--- config.mk ---
export PLATFORM = sky130hd
export DESIGN_NAME = cmpfl_top
export DESIGN_NICKNAME = d
export VERILOG_FILES = /design/src/verilog/cmpfl_pkg.sv /design/src/verilog/cmpfl_edge_flag.sv /design/src/verilog/cmpfl_top.sv
export SDC_FILE = /design/constraint.sdc
export NUM_CORES = 1
export LEC_CHECK = 0
export BUFFER_PORTS_ARGS = -buffer_cell sky130_fd_sc_hd__buf_2
export CAP_MARGIN = 20
export CORE_MARGIN = 10
export CORE_UTILIZATION = 40
export CTS_CLUSTER_SIZE = 8
export DETAILED_ROUTE_END_ITERATION = 6
export REMOVE_ABC_BUFFERS = 1
export SYNTH_ARGS = -nofsm -noshare
export SYNTH_HDL_FRONTEND = slang
export SYNTH_HIERARCHICAL = 1
export SYNTH_SLANG_ARGS = --single-unit
--- constraint.sdc ---
create_clock -name clk_i -period 3 [get_ports clk_i]
set_input_delay 0.3 -clock clk_i [delete_from_list [all_inputs] [get_ports clk_i]]
set_output_delay 0.3 -clock clk_i [all_outputs]
set_load 0.005 [all_outputs]
--- src/verilog/cmpfl_pkg.sv ---
// Package: register map, field positions and timing for the comparator flag block
package cmpfl_pkg;
  // ----------------------------------------------------------------
  // Register word indices
  // ----------------------------------------------------------------
  // Printed offsets are not all multiples of four, so index times four
  localparam logic [7:0] PORT_B_DIRECTION_IDX = 8'h05;
  localparam logic [7:0] PULLDOWN_REG_IDX = 8'h11;
  localparam logic [7:0] ANALOG_STATUS_IDX = 8'h20;
  localparam logic [7:0] ANALOG_CONTROL_IDX = 8'h21;
  localparam logic [7:0] ANALOG_SELECT_IDX = 8'h22;
  localparam logic [7:0] PORT_B_DATA_IDX = 8'h23;
  localparam logic [7:0] IRQ_MASK_IDX = 8'h24;
  localparam logic [7:0] OPTION_IDX = 8'h25;

  // ----------------------------------------------------------------
  // Field positions
  // ----------------------------------------------------------------
  // Status: flags, live outputs, flag clears (write one)
  localparam int ST_FLAG1 = 0;
  localparam int ST_FLAG2 = 1;
  localparam int ST_LIVE1 = 2;
  localparam int ST_LIVE2 = 3;
  localparam int ST_CLR1 = 4;
  localparam int ST_CLR2 = 5;
  // Control
  localparam int CT_PWR1 = 0;
  localparam int CT_PWR2 = 1;
  localparam int CT_CAPT = 2;
  localparam int CT_PINEN = 3;
  // Select
  localparam int SEL_INV = 0;
  localparam int SEL_DIVIDER_HOLD = 1;
  // Shared pin position in port B
  localparam int SHARED_BIT = 4;

  // ----------------------------------------------------------------
  // Reset values
  // ----------------------------------------------------------------
  localparam logic [7:0] REG_RESET = 8'h00;
  localparam logic [7:0] PD_RESET = 8'h00;

  // ----------------------------------------------------------------
  // Timing
  // ----------------------------------------------------------------
  localparam int CLK_MHZ = 100;
  localparam int SETTLE_US = 2;
  localparam int SETTLE_CYC = SETTLE_US * CLK_MHZ;

  // Analog-side control bundle
  typedef struct packed {
    logic pwr_one;
    logic pwr_two;
    logic bias_on;
    logic invert;
    logic divider_on;
  } cmpfl_analog_t;
endpackage

--- src/verilog/cmpfl_edge_flag.sv ---
// Synchronised rising-edge detector with a sticky write-one-clear flag
`timescale 1ns/1ps
`default_nettype none
module cmpfl_edge_flag (
  input wire logic clk_i,
  input wire logic rst_n_i,
  input wire logic level_i,
  input wire logic clear_i,
  output logic flag_o
);
  // ----------------------------------------------------------------
  // Synchroniser and edge
  // ----------------------------------------------------------------
  logic meta_q; // First stage, read only by sync_q
  logic sync_q; // Second stage
  logic last_q; // Previous synchronised level
  logic rise;   // One-cycle rising edge

  // Two-flop synchroniser; the analog output is fully asynchronous
  always_ff @(posedge clk_i or negedge rst_n_i) begin
    if (!rst_n_i) begin
      meta_q <= 1'b0;
      sync_q <= 1'b0;
      last_q <= 1'b0;
    end else begin
      meta_q <= level_i;
      sync_q <= meta_q;
      last_q <= sync_q;
    end
  end

  assign rise = sync_q & ~last_q;

  // Set wins over clear so an edge in the clear cycle is kept
  always_ff @(posedge clk_i or negedge rst_n_i) begin
    if (!rst_n_i) begin
      flag_o <= 1'b0;
    end else if (rise) begin
      flag_o <= 1'b1;
    end else if (clear_i) begin
      flag_o <= 1'b0;
    end
  end

  // ----------------------------------------------------------------
  // Checks
  // ----------------------------------------------------------------
  property p_edge_sets;
    @(posedge clk_i) disable iff (!rst_n_i) rise |=> flag_o;
  endproperty
  a_edge_sets: assert property (p_edge_sets) else $error("edge did not set flag");

  property p_hold;
    @(posedge clk_i) disable iff (!rst_n_i) flag_o && !clear_i |=> flag_o;
  endproperty
  a_hold: assert property (p_hold) else $error("flag dropped without clear");

  property p_sync_delay;
    @(posedge clk_i) disable iff (!rst_n_i)
      $rose(sync_q) |-> rise ##1 flag_o;
  endproperty
  a_sync_delay: assert property (p_sync_delay) else $error("sync edge lost");
endmodule
`default_nettype wire

--- src/verilog/cmpfl_top.sv ---
// Comparator flag, live status and shared pin OR logic with APB registers
//
// Contract
// - Rising comparator output sets sticky flag
// - Flag clears by write-one or reset
// - Flags raise analog irq; two triggers capture
// - Status shows unsynchronised live outputs
// - Config writes may set flags
// - Comparator settles within 2 us
// - Power per enable; bias when any on
// - Output pin is OR of three sources
// - Pulldown off while pin is output
// - Comparator term needs enable and option
// - Divider connected only with divider hold
// - Invert swaps inputs and inverts outputs
`timescale 1ns/1ps
`default_nettype none
module cmpfl_top (
  input wire logic clk_i,
  input wire logic rst_n_i,
  // APB slave
  input wire logic psel_i,
  input wire logic penable_i,
  input wire logic pwrite_i,
  input wire logic [11:0] paddr_i,
  input wire logic [31:0] pwdata_i,
  output logic [31:0] prdata_o,
  output logic pready_o,
  output logic pslverr_o,
  // Raw comparator outputs from the analog core, asynchronous
  input wire logic cmp_one_raw_i,
  input wire logic cmp_two_raw_i,
  // Timer output-compare level, same clock
  input wire logic compare_output_level_i,
  // Analog control bundle
  output cmpfl_pkg::cmpfl_analog_t analog_o,
  // Shared output pin, enable low while driving
  output logic shared_output_pin_o,
  output logic shared_output_pin_oe_n_o,
  // Port B pulldown enables, one per pin
  output logic [7:0] pulldown_on_o,
  // Interrupt and capture trigger
  output logic analog_irq_o,
  output logic capture_trigger_o,
  // Settled indication: comparator stable after power or flag change
  output logic settled_o
);
  // ----------------------------------------------------------------
  // Reset synchroniser
  // ----------------------------------------------------------------
  logic rst_meta_q; // First stage, read only by rst_sync_q
  logic rst_sync_q; // Released reset for the design
  logic rst_n;

  // Asynchronous assert, synchronous release
  always_ff @(posedge clk_i or negedge rst_n_i) begin
    if (!rst_n_i) begin
      rst_meta_q <= 1'b0;
      rst_sync_q <= 1'b0;
    end else begin
      rst_meta_q <= 1'b1;
      rst_sync_q <= rst_meta_q;
    end
  end

  assign rst_n = rst_sync_q;

  // ----------------------------------------------------------------
  // Register state
  // ----------------------------------------------------------------
  logic [7:0] direction_q; // Port B direction
  logic [7:0] pd_inhibit_q; // Pulldown inhibit, write only
  logic [7:0] control_q; // Power, capture route, pin enable
  logic [7:0] select_q; // Invert, divider hold
  logic [7:0] port_data_q; // Port B data
  logic [1:0] mask_q; // Interrupt mask
  logic option_q; // Analog options mask option
  logic flag_one;
  logic flag_two;
  logic clr_one;
  logic clr_two;
  logic live_one;
  logic live_two;

  // ----------------------------------------------------------------
  // Bus decode
  // ----------------------------------------------------------------
  logic access; // Access phase
  logic wr;
  logic [7:0] idx; // Word index
  logic hit;

  assign access = psel_i & penable_i;
  assign wr = access & pwrite_i;
  assign idx = paddr_i[9:2];

  // Mapped index check, shared by read and error paths
  function automatic logic mapped(input logic [7:0] i);
    mapped = (i == cmpfl_pkg::PORT_B_DIRECTION_IDX) || (i == cmpfl_pkg::PULLDOWN_REG_IDX) ||
             (i == cmpfl_pkg::ANALOG_STATUS_IDX) || (i == cmpfl_pkg::ANALOG_CONTROL_IDX) ||
             (i == cmpfl_pkg::ANALOG_SELECT_IDX) || (i == cmpfl_pkg::PORT_B_DATA_IDX) ||
             (i == cmpfl_pkg::IRQ_MASK_IDX) || (i == cmpfl_pkg::OPTION_IDX);
  endfunction

  assign hit = mapped(idx) && (paddr_i[11:10] == 2'b00) && (paddr_i[1:0] == 2'b00);

  // Write-one pulses to clear each flag
  assign clr_one = wr && hit && (idx == cmpfl_pkg::ANALOG_STATUS_IDX) &&
                   pwdata_i[cmpfl_pkg::ST_CLR1];
  assign clr_two = wr && hit && (idx == cmpfl_pkg::ANALOG_STATUS_IDX) &&
                   pwdata_i[cmpfl_pkg::ST_CLR2];

  // Writable registers; a config write may let an analog edge set a flag
  always_ff @(posedge clk_i or negedge rst_n) begin
    if (!rst_n) begin
      direction_q <= cmpfl_pkg::REG_RESET;
      pd_inhibit_q <= cmpfl_pkg::PD_RESET;
      control_q <= cmpfl_pkg::REG_RESET;
      select_q <= cmpfl_pkg::REG_RESET;
      port_data_q <= cmpfl_pkg::REG_RESET;
      mask_q <= 2'b00;
      option_q <= 1'b0;
    end else if (wr && hit) begin
      case (idx)
        cmpfl_pkg::PORT_B_DIRECTION_IDX: begin
          direction_q <= pwdata_i[7:0];
        end
        cmpfl_pkg::PULLDOWN_REG_IDX: begin
          pd_inhibit_q <= pwdata_i[7:0];
        end
        cmpfl_pkg::ANALOG_CONTROL_IDX: begin
          control_q <= {4'h0, pwdata_i[3:0]};
        end
        cmpfl_pkg::ANALOG_SELECT_IDX: begin
          select_q <= {6'h00, pwdata_i[1:0]};
        end
        cmpfl_pkg::PORT_B_DATA_IDX: begin
          port_data_q <= pwdata_i[7:0];
        end
        cmpfl_pkg::IRQ_MASK_IDX: begin
          mask_q <= pwdata_i[1:0];
        end
        cmpfl_pkg::OPTION_IDX: begin
          option_q <= pwdata_i[0];
        end
        default: begin
          // Status has no stored bits
        end
      endcase
    end
  end

  // ----------------------------------------------------------------
  // Flags
  // ----------------------------------------------------------------
  // Live outputs carry the invert; hardware swaps the inputs as well
  assign live_one = cmp_one_raw_i ^ select_q[cmpfl_pkg::SEL_INV];
  assign live_two = cmp_two_raw_i ^ select_q[cmpfl_pkg::SEL_INV];

  cmpfl_edge_flag u_flag_one (
    .clk_i(clk_i),
    .rst_n_i(rst_n),
    .level_i(live_one),
    .clear_i(clr_one),
    .flag_o(flag_one)
  );

  cmpfl_edge_flag u_flag_two (
    .clk_i(clk_i),
    .rst_n_i(rst_n),
    .level_i(live_two),
    .clear_i(clr_two),
    .flag_o(flag_two)
  );

  // ----------------------------------------------------------------
  // Bus answer
  // ----------------------------------------------------------------
  // Zero wait states; read data registered in the setup cycle
  always_ff @(posedge clk_i or negedge rst_n) begin
    if (!rst_n) begin
      prdata_o <= 32'h0000_0000;
      pready_o <= 1'b0;
      pslverr_o <= 1'b0;
    end else begin
      pready_o <= psel_i & ~penable_i;
      pslverr_o <= psel_i & ~penable_i & ~hit;
      prdata_o <= 32'h0000_0000;
      if (psel_i && !penable_i && hit) begin
        case (idx)
          cmpfl_pkg::PORT_B_DIRECTION_IDX: begin
            prdata_o <= {24'h00_0000, direction_q};
          end
          cmpfl_pkg::ANALOG_STATUS_IDX: begin
            // Live bits are unsynchronised, sampled once here by intent
            prdata_o <= {28'h000_0000, live_two, live_one, flag_two, flag_one};
          end
          cmpfl_pkg::ANALOG_CONTROL_IDX: begin
            prdata_o <= {24'h00_0000, control_q};
          end
          cmpfl_pkg::ANALOG_SELECT_IDX: begin
            prdata_o <= {24'h00_0000, select_q};
          end
          cmpfl_pkg::PORT_B_DATA_IDX: begin
            prdata_o <= {24'h00_0000, port_data_q};
          end
          cmpfl_pkg::IRQ_MASK_IDX: begin
            prdata_o <= {30'h0000_0000, mask_q};
          end
          cmpfl_pkg::OPTION_IDX: begin
            prdata_o <= {31'h0000_0000, option_q};
          end
          default: begin
            // Pulldown inhibit is write only
            prdata_o <= 32'h0000_0000;
          end
        endcase
      end
    end
  end

  // ----------------------------------------------------------------
  // Analog control and interrupts
  // ----------------------------------------------------------------
  // Bias follows either power enable; divider only with divider hold
  always_ff @(posedge clk_i or negedge rst_n) begin
    if (!rst_n) begin
      analog_o <= '0;
    end else begin
      analog_o.pwr_one <= control_q[cmpfl_pkg::CT_PWR1];
      analog_o.pwr_two <= control_q[cmpfl_pkg::CT_PWR2];
      analog_o.bias_on <= control_q[cmpfl_pkg::CT_PWR1] | control_q[cmpfl_pkg::CT_PWR2];
      analog_o.invert <= select_q[cmpfl_pkg::SEL_INV];
      analog_o.divider_on <= select_q[cmpfl_pkg::SEL_DIVIDER_HOLD];
    end
  end

  // Level irq while an unmasked flag stands; capture from flag two when routed
  always_ff @(posedge clk_i or negedge rst_n) begin
    if (!rst_n) begin
      analog_irq_o <= 1'b0;
      capture_trigger_o <= 1'b0;
    end else begin
      analog_irq_o <= (flag_one & mask_q[0]) | (flag_two & mask_q[1]);
      capture_trigger_o <= flag_two & control_q[cmpfl_pkg::CT_CAPT];
    end
  end

  // ----------------------------------------------------------------
  // Settle timer
  // ----------------------------------------------------------------
  // Restarts on power or flag change; limitation: models the typical figure only
  logic [$clog2(cmpfl_pkg::SETTLE_CYC+1)-1:0] settle_q;
  logic live_one_q;
  logic live_two_q;
  logic [1:0] pwr_q;
  logic restart;

  assign restart = (pwr_q != control_q[1:0]) || (live_one_q != flag_one) ||
                   (live_two_q != flag_two);

  always_ff @(posedge clk_i or negedge rst_n) begin
    if (!rst_n) begin
      settle_q <= '0;
      pwr_q <= 2'b00;
      live_one_q <= 1'b0;
      live_two_q <= 1'b0;
      settled_o <= 1'b0;
    end else begin
      pwr_q <= control_q[1:0];
      live_one_q <= flag_one;
      live_two_q <= flag_two;
      if (restart || control_q[1:0] == 2'b00) begin
        settle_q <= '0;
        settled_o <= 1'b0;
      end else if (settle_q < ($bits(settle_q))'(cmpfl_pkg::SETTLE_CYC)) begin
        settle_q <= settle_q + 1'b1;
        settled_o <= 1'b0;
      end else begin
        settled_o <= 1'b1;
      end
    end
  end

  // ----------------------------------------------------------------
  // Shared pin and pulldowns
  // ----------------------------------------------------------------
  always_ff @(posedge clk_i or negedge rst_n) begin
    if (!rst_n) begin
      shared_output_pin_o <= 1'b0;
      shared_output_pin_oe_n_o <= 1'b1;
      pulldown_on_o <= 8'h00;
    end else begin
      shared_output_pin_o <= port_data_q[cmpfl_pkg::SHARED_BIT] | compare_output_level_i |
        (live_one & control_q[cmpfl_pkg::CT_PINEN] & option_q);
      shared_output_pin_oe_n_o <= ~direction_q[cmpfl_pkg::SHARED_BIT];
      // Output pins never pull down, whatever the inhibit says
      pulldown_on_o <= ~pd_inhibit_q & ~direction_q;
    end
  end

  // ----------------------------------------------------------------
  // Checks
  // ----------------------------------------------------------------
  property p_irq_level;
    @(posedge clk_i) disable iff (!rst_n)
      (flag_one && mask_q[0]) |=> analog_irq_o;
  endproperty
  a_irq_level: assert property (p_irq_level) else $error("irq missing");

  property p_pd_off;
    @(posedge clk_i) disable iff (!rst_n)
      direction_q[cmpfl_pkg::SHARED_BIT] |=> !pulldown_on_o[cmpfl_pkg::SHARED_BIT];
  endproperty
  a_pd_off: assert property (p_pd_off) else $error("pulldown on output");

  property p_bias;
    @(posedge clk_i) disable iff (!rst_n)
      (control_q[1:0] != 2'b00) |=> analog_o.bias_on;
  endproperty
  a_bias: assert property (p_bias) else $error("bias off");

  property p_term_gate;
    @(posedge clk_i) disable iff (!rst_n)
      (!option_q && !port_data_q[cmpfl_pkg::SHARED_BIT] && !compare_output_level_i) |=>
        !shared_output_pin_o;
  endproperty
  a_term_gate: assert property (p_term_gate) else $error("ungated term");

  property p_flag_clear;
    @(posedge clk_i) disable iff (!rst_n)
      (clr_one && !u_flag_one.rise) |=> !flag_one;
  endproperty
  a_flag_clear: assert property (p_flag_clear) else $error("flag survived clear");

  property p_divider;
    @(posedge clk_i) disable iff (!rst_n)
      !select_q[cmpfl_pkg::SEL_DIVIDER_HOLD] |=> !analog_o.divider_on;
  endproperty
  a_divider: assert property (p_divider) else $error("divider on");

  property p_settle;
    @(posedge clk_i) disable iff (!rst_n)
      settled_o |-> settle_q == ($bits(settle_q))'(cmpfl_pkg::SETTLE_CYC);
  endproperty
  a_settle: assert property (p_settle) else $error("settle early");

  property p_capture;
    @(posedge clk_i) disable iff (!rst_n)
      (flag_two && control_q[cmpfl_pkg::CT_CAPT]) |=> capture_trigger_o;
  endproperty
  a_capture: assert property (p_capture) else $error("capture missing");
endmodule
`default_nettype wire

==> results.md, run 1 <==
- The post-cts resize count is 0.
- For this run the aggregate overflow at the end of global routing stands at 0.
- The ratio of routed vias to standard cells is 4.886.
- The commonest cells after synthesis are 80 x dfrtp_1, 35 x mux2_2, 25 x nor2_1.
- The clock latency at the later pin of the worst-skew pair is about 350 ps.
- The initialized floorplan defines 33 standard-cell rows.
- The number of cells on the worst reg-to-reg path is 4.
- The startpoint type of the worst setup path is an input port.
- The average wire length per cell after detail routing is ~16 µm.
- The leakage power is 0.001966 µW.
- The required time at the endpoint of the critical path is roughly 3200 ps.
- The global-route wire length before repair is 11.62 mm.
- The depth of the critical timing path with buffers and inverters included is 5.
- The number of buffers added for setup after CTS is 0.
- The share of async-settable or async-resettable flops after synthesis is 100.0%.
- The mean area per synthesized cell is about 13 µm².
- In this design, the stage delay of the slowest critical-path cell is ~530 ps.
- The power per cell area is between 500 and 600 mW/mm².
- The area enclosed by the die boundary is ~0.013 mm².
- Prior to clock tree synthesis, the placed netlist has a worst setup slack of around 720 ps.
- The quantity of hold-fixing buffers added after cts is 1.
- The worst setup path is of the in2reg kind.
- The total standard cell area after synthesis is between 0.003 and 0.004 mm².
- The cell with the biggest individual delay on the critical path is and4_1.
- The total CTS buffers is 9.
- The total of endpoints with negative setup slack in the final report is 0.
- After detailed routing, the number of remaining DRC violations is 0.
- The worst-case setup margin in the final layout is roughly 1100 ps.
- Among all flip-flop cells after synthesis, the most frequent one is dfrtp_1.
- Adding up every negative setup slack in the final design gives 0 ps.
- Data arrives at the worst endpoint at about 2200 ps.
- The number of slew-limit violations in the final report is 0.
- After detailed placement, the total cell area comes to about 0.0037 mm².
- The detailed router's first-iteration violation count is between 70 and 80.
- The number of buffers on the longest clock path is 2.
- The number of global-route vias before repair was approximately 2,200.
- Clock tree synthesis found a total of around 80 sinks.
- The top cell type by area accounts for approximately three fifths of the synthesized area.
- In this run the worst path has a maximum fanout of 9.
- Measured along the y axis, the die boundary spans 112.2 µm.
- The number of vias after detailed routing is 2,106.
- The total non-filler cell area in the finished layout is 0.003965 mm².
- The post-route netlist has between 30 and 40% of its cells at a drive strength greater than 1.
- The final layout contains ~370 nets.
- Counting the fill cells in the layout gives between 700 and 800.
- The flow ran to the end, and the final reports show no timing, DRC or antenna violations.
- The number of antenna diodes in the final layout is 0.
- The first detailed-routing pass took 4 iterations.
- The cell with the most instances after synthesis is dfrtp_1.
- TritonCTS built the clock tree.
- The aggregate global-route resource usage is a little under an eighth.
- Entering global routing, the biggest net connects 80 pins.
- The HPWL after detailed placement is ~5 mm.
- The class of the tightest hold or removal check is reg2async.
- Broken down by cell family, the worst path's largest delay share belongs to simple AND/OR/NAND/NOR gates.
- The number of enable-type register cells in the synthesized netlist is 0.
- By area the synthesized netlist is led by dfrtp_1 59%, mux2_2 12%, buf_4 5.3%.
- Synthesis inferred 81 register bits.
- The proportion of synthesized chip area in sequential cells is around three fifths.
- The area growth from synthesis to layout is 16.68%.
- The standard cell core area is approximately 0.0083 mm².
- Once detail routing completed, the nets flagged for antenna violations numbered 0.
- Static timing analysis puts the maximum clock frequency at slightly above 0.5 GHz.
- After layout, the worst path uses 64.30% of the clock period.
- The final wirelength is between 7 and 8 mm.
- The combined buffer and inverter count along the critical path is 1.
- Buffers placed on the I/O ports in this run total 55.
- During I/O placement, the number of pins put on the boundary was 104.
- Clock-pin slew was measured on the worst setup and hold paths at ~80 ps.
- The initial antenna violation count came to 0.
- The tree is rooted in a clkbuf_8.
- Setup repair after global routing left no endpoint under its margin.
- The gate count after technology mapping is between 200 and 300.
- The number of synthesis warnings is 6.
- The final count of hold timing violations came to 0.
- Once the floorplan was initialized, standard cells occupied between 40% and 50% of the core.
- The final estimated routing congestion in global placement is between 0.7 and 0.8.
- The post-synthesis cell type with the largest combined area is dfrtp_1.
- Traced cell by cell, the critical path runs through buf_2, nor4_1, and4_1, nand2_1, mux2_2.
- On the final layout, the worst clock skew is about 12 ps.
- The headroom to the max-slew limit is between 40% and 50%.
- STA classifies the critical path endpoint as a register.
- The number of different library cells used by synthesis comes to between 40 and 50.
- The peak ir drop on the vdd network is roughly 0.21 mV.
- CTS built an H-tree with a depth of 3.
- The clock period minus worst slack is 1929 ps.
- The tool flagged a number of max-cap violations equal to 0.
- The actual transition at the worst max-transition pin is 844.1 ps.
- The die is around 110 µm wide.
-- per-stage QoR --
step / std cells / util [%] / hold slack [ps] / total power (µW)
after global routing: 431 / 48.02 / 133.6 / 2212
final: 431 / 48.02 / 122.5 / 2128
after detailed placement: 413 / 44.71 / 85.74 / 1209
after global placement: 413 / 44.71 / 84.86 / 1208
after CTS: 430 / 47.68 / 126.2 / 2147
after floorplan: 253 / - / 4.409 / 1165
-- sequential cells by signal, indices dropped and copies added, names as in the netlist, 2 cells and up --
signal and flops:
select_q 2, settle_q 8, mask_q 2, pulldown_on_o 8, control_q 4, direction_q 8
prdata_o 8, port_data_q 8, analog_o 4, pd_inhibit_q 8
-- placed cells by master (no fill, tap or decap), drive strengths merged, types with 6 or more instances in the layout --
| cell type | instances |
|---|---|
| conb | 25 |
| clkbuf | 11 |
| buf | 56 |
| a22oi | 7 |
| nor2 | 26 |
| nand3 | 6 |
| xor2 | 8 |
| mux2 | 35 |
| nand2 | 9 |
| dfrtp | 80 |
-- cell families (layout without fill, tap and decap cells) --
family                     count (synthesis)  in the layout  synth area share [%]
and+or+nand+nor                           68             68                 11.41
AOI/OAI and AO/OA                         23             23                 5.450
xor gates and xnor gates                  11             11                 2.835
other                                      2             25                0.2210
muxes                                     39             39                 13.51
DFF                                       81             81                 59.68
buffers and inverters                     34             78                 6.517
adders and majority gates                  1              1                0.3681
-- metal layers --
metal | vias up | wire, µm | track usage (%)
li1 | 979 | - | -
met1 | 1059 | 3140 | 14.38
met2 | 60 | 3162 | 16.72
met3 | 8 | 627 | 5.538
met4 | 0 | 80 | 3.807
met5 | - | 0 | 0
-- final timing paths --
path | from | endpoint | slack (ps)
setup / recovery | paddr_i[11] | direction_q[1]$_DFFE_PN0P_ | 1070
max in group asynchronous | rst_n$_DFF_PN0_ | shared_output_pin_oe_n_o$_DFF_PN1_ | 2280
hold reg to reg | rst_n$_DFF_PN0_ | settle_q[1]$_DFFE_PN0N_ | 120
hold / removal | rst_n$_DFF_PN0_ | settle_q[1]$_DFFE_PN0N_ | 120
min in group clk_i | penable_i | pready_o$_DFF_PN0_ | 130
setup reg to reg | settle_q[4]$_DFFE_PN0N_ | settle_q[5]$_DFFE_PN0N_ | 1350
-- report_power, final --
group	internal [µW]	switching, µW
combinational	29.9	57.6
sequential	1100	4.94
clock	554	381
-- cell type report --
cell class | count | area [µm²] | share of cell area, %
multi-input combinational | 167 | 1235 | 31.15
inverter | 5 | 18.77 | 0.4733
tap | 105 | 131.4 | 3.313
timing repair buffer | 57 | 312.8 | 7.889
clock buffer | 11 | 131.4 | 3.313
sequential | 81 | 2032 | 51.25
clock inverter | 5 | 103.9 | 2.619
Note: power is estimated with default switching activity, not from simulation.
==> inputs of run 2 (changes only) <==
--- a/config.mk
+++ b/config.mk
@@ -11,6 +11,7 @@
 export CORE_UTILIZATION = 40
 export CTS_CLUSTER_SIZE = 8
 export DETAILED_ROUTE_END_ITERATION = 6
+export PLACE_DENSITY = 0.67
 export REMOVE_ABC_BUFFERS = 1
 export SYNTH_ARGS = -nofsm -noshare
 export SYNTH_HDL_FRONTEND = slang
==> constraint.sdc (replaced) <==
create_clock -name clk_i -period 1.75 [get_ports clk_i]
set_input_delay 0.175 -clock clk_i [delete_from_list [all_inputs] [get_ports clk_i]]
set_output_delay 0.175 -clock clk_i [all_outputs]
set_load 0.005 [all_outputs]
==> results.md, run 2 (synthesis results as in run 1) <==
- Result of the run: finished, final reports clean (unchanged).
- The startpoint of the lowest-slack hold path is compare_output_level_i.
- The level count of the clock H-tree is 3 (unchanged).
- The required time at the endpoint of the critical path is 1990 ps (was 3230 ps).
- The aggregate global-route resource usage is 10.97% (was 11.40%).
- The chip height was 112.2 µm (unchanged).
- The part of the total power dissipated in combinational logic is 4.2% (was 4.1%).
- The endpoint arrival time on the critical path is 1830 ps (was 2160 ps).
- The number of slew-limit violations in the final report is 0 (unchanged).
- The count of standard-cell rows is 33 (unchanged).
- The count of maximum capacitance violations is 0 (unchanged).
- The net count reported at finish is 389 (was 374).
- The ratio of cells with drive above 1 in the final layout is 39.59% (was 36.20%).
- The worst hold path terminates at shared_output_pin_o$_DFF_PN0_.
- The width of the die is 112.2 µm (unchanged).
- The critical-path maximum fanout was 8 (was 9).
- The maximum number of pins on one net before global-route repair is 80 (unchanged).
- The number of buffers on the longest clock path is 2 (unchanged).
- Unrepaired setup endpoints after global routing: false (unchanged).
- The end of the worst register-to-register path is settle_q[3]$_DFFE_PN0N_ (was settle_q[5]$_DFFE_PN0N_).
- The cell total after placement is 428 (was 413).
- The kind of capture point of the worst setup path was a register (unchanged).
- After layout, the minimum clock period comes to between 1500 and 2000 ps.
- The detailed router's first-iteration violation count was 99 (was 75).
- Worst-path cell chain: dlygate4sd3_1, buf_2, and4_1, nand2_1, mux2_2 (was buf_2, nor4_1, and4_1, nand2_1, mux2_2).
- The clock tree skew after final layout was 5.225 ps (was 12.00 ps).
- Commonest cells after routing, fill and taps aside: 79 x dfrtp_1, 55 x buf_2, 35 x mux2_2, 25 x nor2_1, 25 x conb_1 (unchanged).
- The total CTS buffers was 9 (unchanged).
- The average wire length per cell after detail routing is 15.60 µm (was 16.26 µm).
- The initial core utilization is 41.15% (unchanged).
- The clock edge transition at the registers on the reported setup and hold paths is 80 ps (about the same).
- The standard cell core area is 0.008258 mm² (unchanged).
- The final global-route overflow total is 0 (unchanged).
- The clock latency at the later pin of the worst-skew pair is 350 ps (about the same).
- The internal power consumption is 3038 µW (was 1684 µW).
- The delay of the slowest critical-path stage is 530 ps (about the same).
- The number of primary I/O pins is 104 (unchanged).
- The switching power as a share of total power is 20.37% (was 20.86%).
- The CTS tree is built (unchanged).
- The total of endpoints with negative setup slack in the final report was 0 (unchanged).
- The register share of total power came to 49.6% (was 51.9%).
- The final wirelength came to 6.958 mm (was 7.010 mm).
- The residual antenna-violating net count after detailed routing is 0 (unchanged).
- The number of vias after detailed routing is 2,177 (was 2,106).
- The most common library cell in the layout ignoring fill and taps is dfrtp_1 (unchanged).
- The slack of the worst reg-to-reg path is 300 ps (was 1350 ps).
- The cell with the biggest individual delay on the critical path is dlygate4sd3_1 (was and4_1).
- The detailed placer's ending HPWL is 5.185 mm (was 4.969 mm).
- The ratio of routed vias to standard cells is 4.881 (was 4.886).
- The area growth from synthesis to layout was 20.88% (was 16.68%).
- The number of global-route vias before repair is 2,263 (was 2,207).
- The utilization after layout is 49.74% (was 48.02%).
- The global-route wire length before repair is 11.23 mm (was 11.62 mm).
- The area enclosed by the die boundary is 0.01258 mm² (unchanged).
- The remaining routing DRC violations is 0 (unchanged).
- The switching power total was 777.1 µW (was 443.9 µW).
- The initial antenna violation count is 0 (unchanged).
- The class of the tightest hold or removal check is in2reg (was reg2async).
- The power share of the clock group is 46.2% (was 44.0%).
- The path type of the worst setup path is in2reg (unchanged).
- The startpoint type of the worst setup path was an input port (unchanged).
- The number of cells on the worst hold path is 2.
- Derived from the worst setup path, the maximum achievable clock frequency is between 0.6 and 0.7 GHz.
- The number of sinks driven by the clock tree is 81 (unchanged).
- The number of cell instances on the worst register-to-register path is 5 (was 4).
- The final estimated routing congestion in global placement is 0.7935 (was 0.7370).
- The length of the first detailed-routing pass in iterations is 4 (unchanged).
- The peak ir drop on the vdd network is 0.4882 mV (was 0.2092 mV).
- The final count of hold timing violations is 0 (unchanged).
- The antenna diode count is 0 (unchanged).
- The power per cell area is 928.7 mW/mm² (was 536.6 mW/mm²).
- The root buffer cell is clkbuf_8 (unchanged).
- The leakage power came to 0.002056 µW (was 0.001966 µW).
- The number of non-filler instances in the completed layout came to 446 (was 431).
- The startpoint of the lowest-slack register-to-register path is settle_q[4]$_DFFE_PN0N_ (unchanged).
- The number of buffers added on ports is 55 (unchanged).
- In the finished design, the share of the clock period the worst path needs comes to a little over 90%.
==> run 2: final cells by class <==
cell class	count	area, µm²
fillers	749	4150
flip-flops and latches	81	2032
multi-input cells	167	1239
repair buffers	72	420.4
clock inverters	7	142.6
well taps	105	131.4
clock buffers	9	123.9
inverters	5	18.77
==> run 2: how the worst max path moves through the flow <==
stage,start,to,cells past startpoint
after detailed placement,paddr_i[11],direction_q[6]$_DFFE_PN0P_,5
after global placement,paddr_i[11],direction_q[6]$_DFFE_PN0P_,5
after CTS,penable_i,direction_q[6]$_DFFE_PN0P_,5
final,penable_i,direction_q[6]$_DFFE_PN0P_,5
after floorplan,rst_n$_DFF_PN0_,analog_irq_o$_DFF_PN0_,0
after global routing,penable_i,direction_q[6]$_DFFE_PN0P_,5
==> run 2: repair_timing <==
| item | 4_1_cts | 5_1_grt |
|---|---|---|
| endpoints found under the hold margin | 3 | 0 |
| hold buffers | 2 | 0 |
| setup endpoints to repair | 0 | 1 |
| setup buffers | 0 | 0 |
| gates resized for setup | 0 | 1 |
==> run 2: stage by stage <==
| stage | setup slack [ps] | total power [µW] | instance area, µm² | TNS, ps | hold slack (ps) |
|---|---|---|---|---|---|
| 3_3_place_gp | -39.92 | 2083 | 3817 | -308.0 | -40.04 |
| 2_1_floorplan | -671.2 | 1997 | 3282 | -52490 | -120.6 |
| 3_5_place_dp | -109.9 | 2087 | 3817 | -1293 | -38.93 |
| 4_1_cts | 144.6 | 3859 | 4104 | 0 | 46.61 |
| 5_1_grt | 71.93 | 3943 | 4108 | 0 | 67.11 |
| 6_report | 157.0 | 3815 | 4108 | 0 | 57.65 |
==> run 2: power groups by stage <==
stage | sequential (µW) | combinational [µW] | clock, µW
final | 1890 | 162 | 1760
after global routing | 1890 | 185 | 1870
after CTS | 1890 | 163 | 1810
after detailed placement | 1930 | 159 | 0
after global placement | 1930 | 155 | 0
after floorplan | 1950 | 44.2 | 0
==> run 2: routing by layer <==
layer  vias up  global-route usage (%)  share of wire [%]
li1       1011                       -                  -
met1      1081                   13.21                 43
met2        71                   16.57                 46
met3        14                   3.781                8.0
met4         0                   6.684                2.8
met5         -                       0                  0
==> run 2: critical path: cells and delay by family <==
kind | cells | cell delay (ps)
AND/OR/NAND/NOR | 2 | 600
buffers and inverters | 2 | 660
multiplexers | 1 | 390
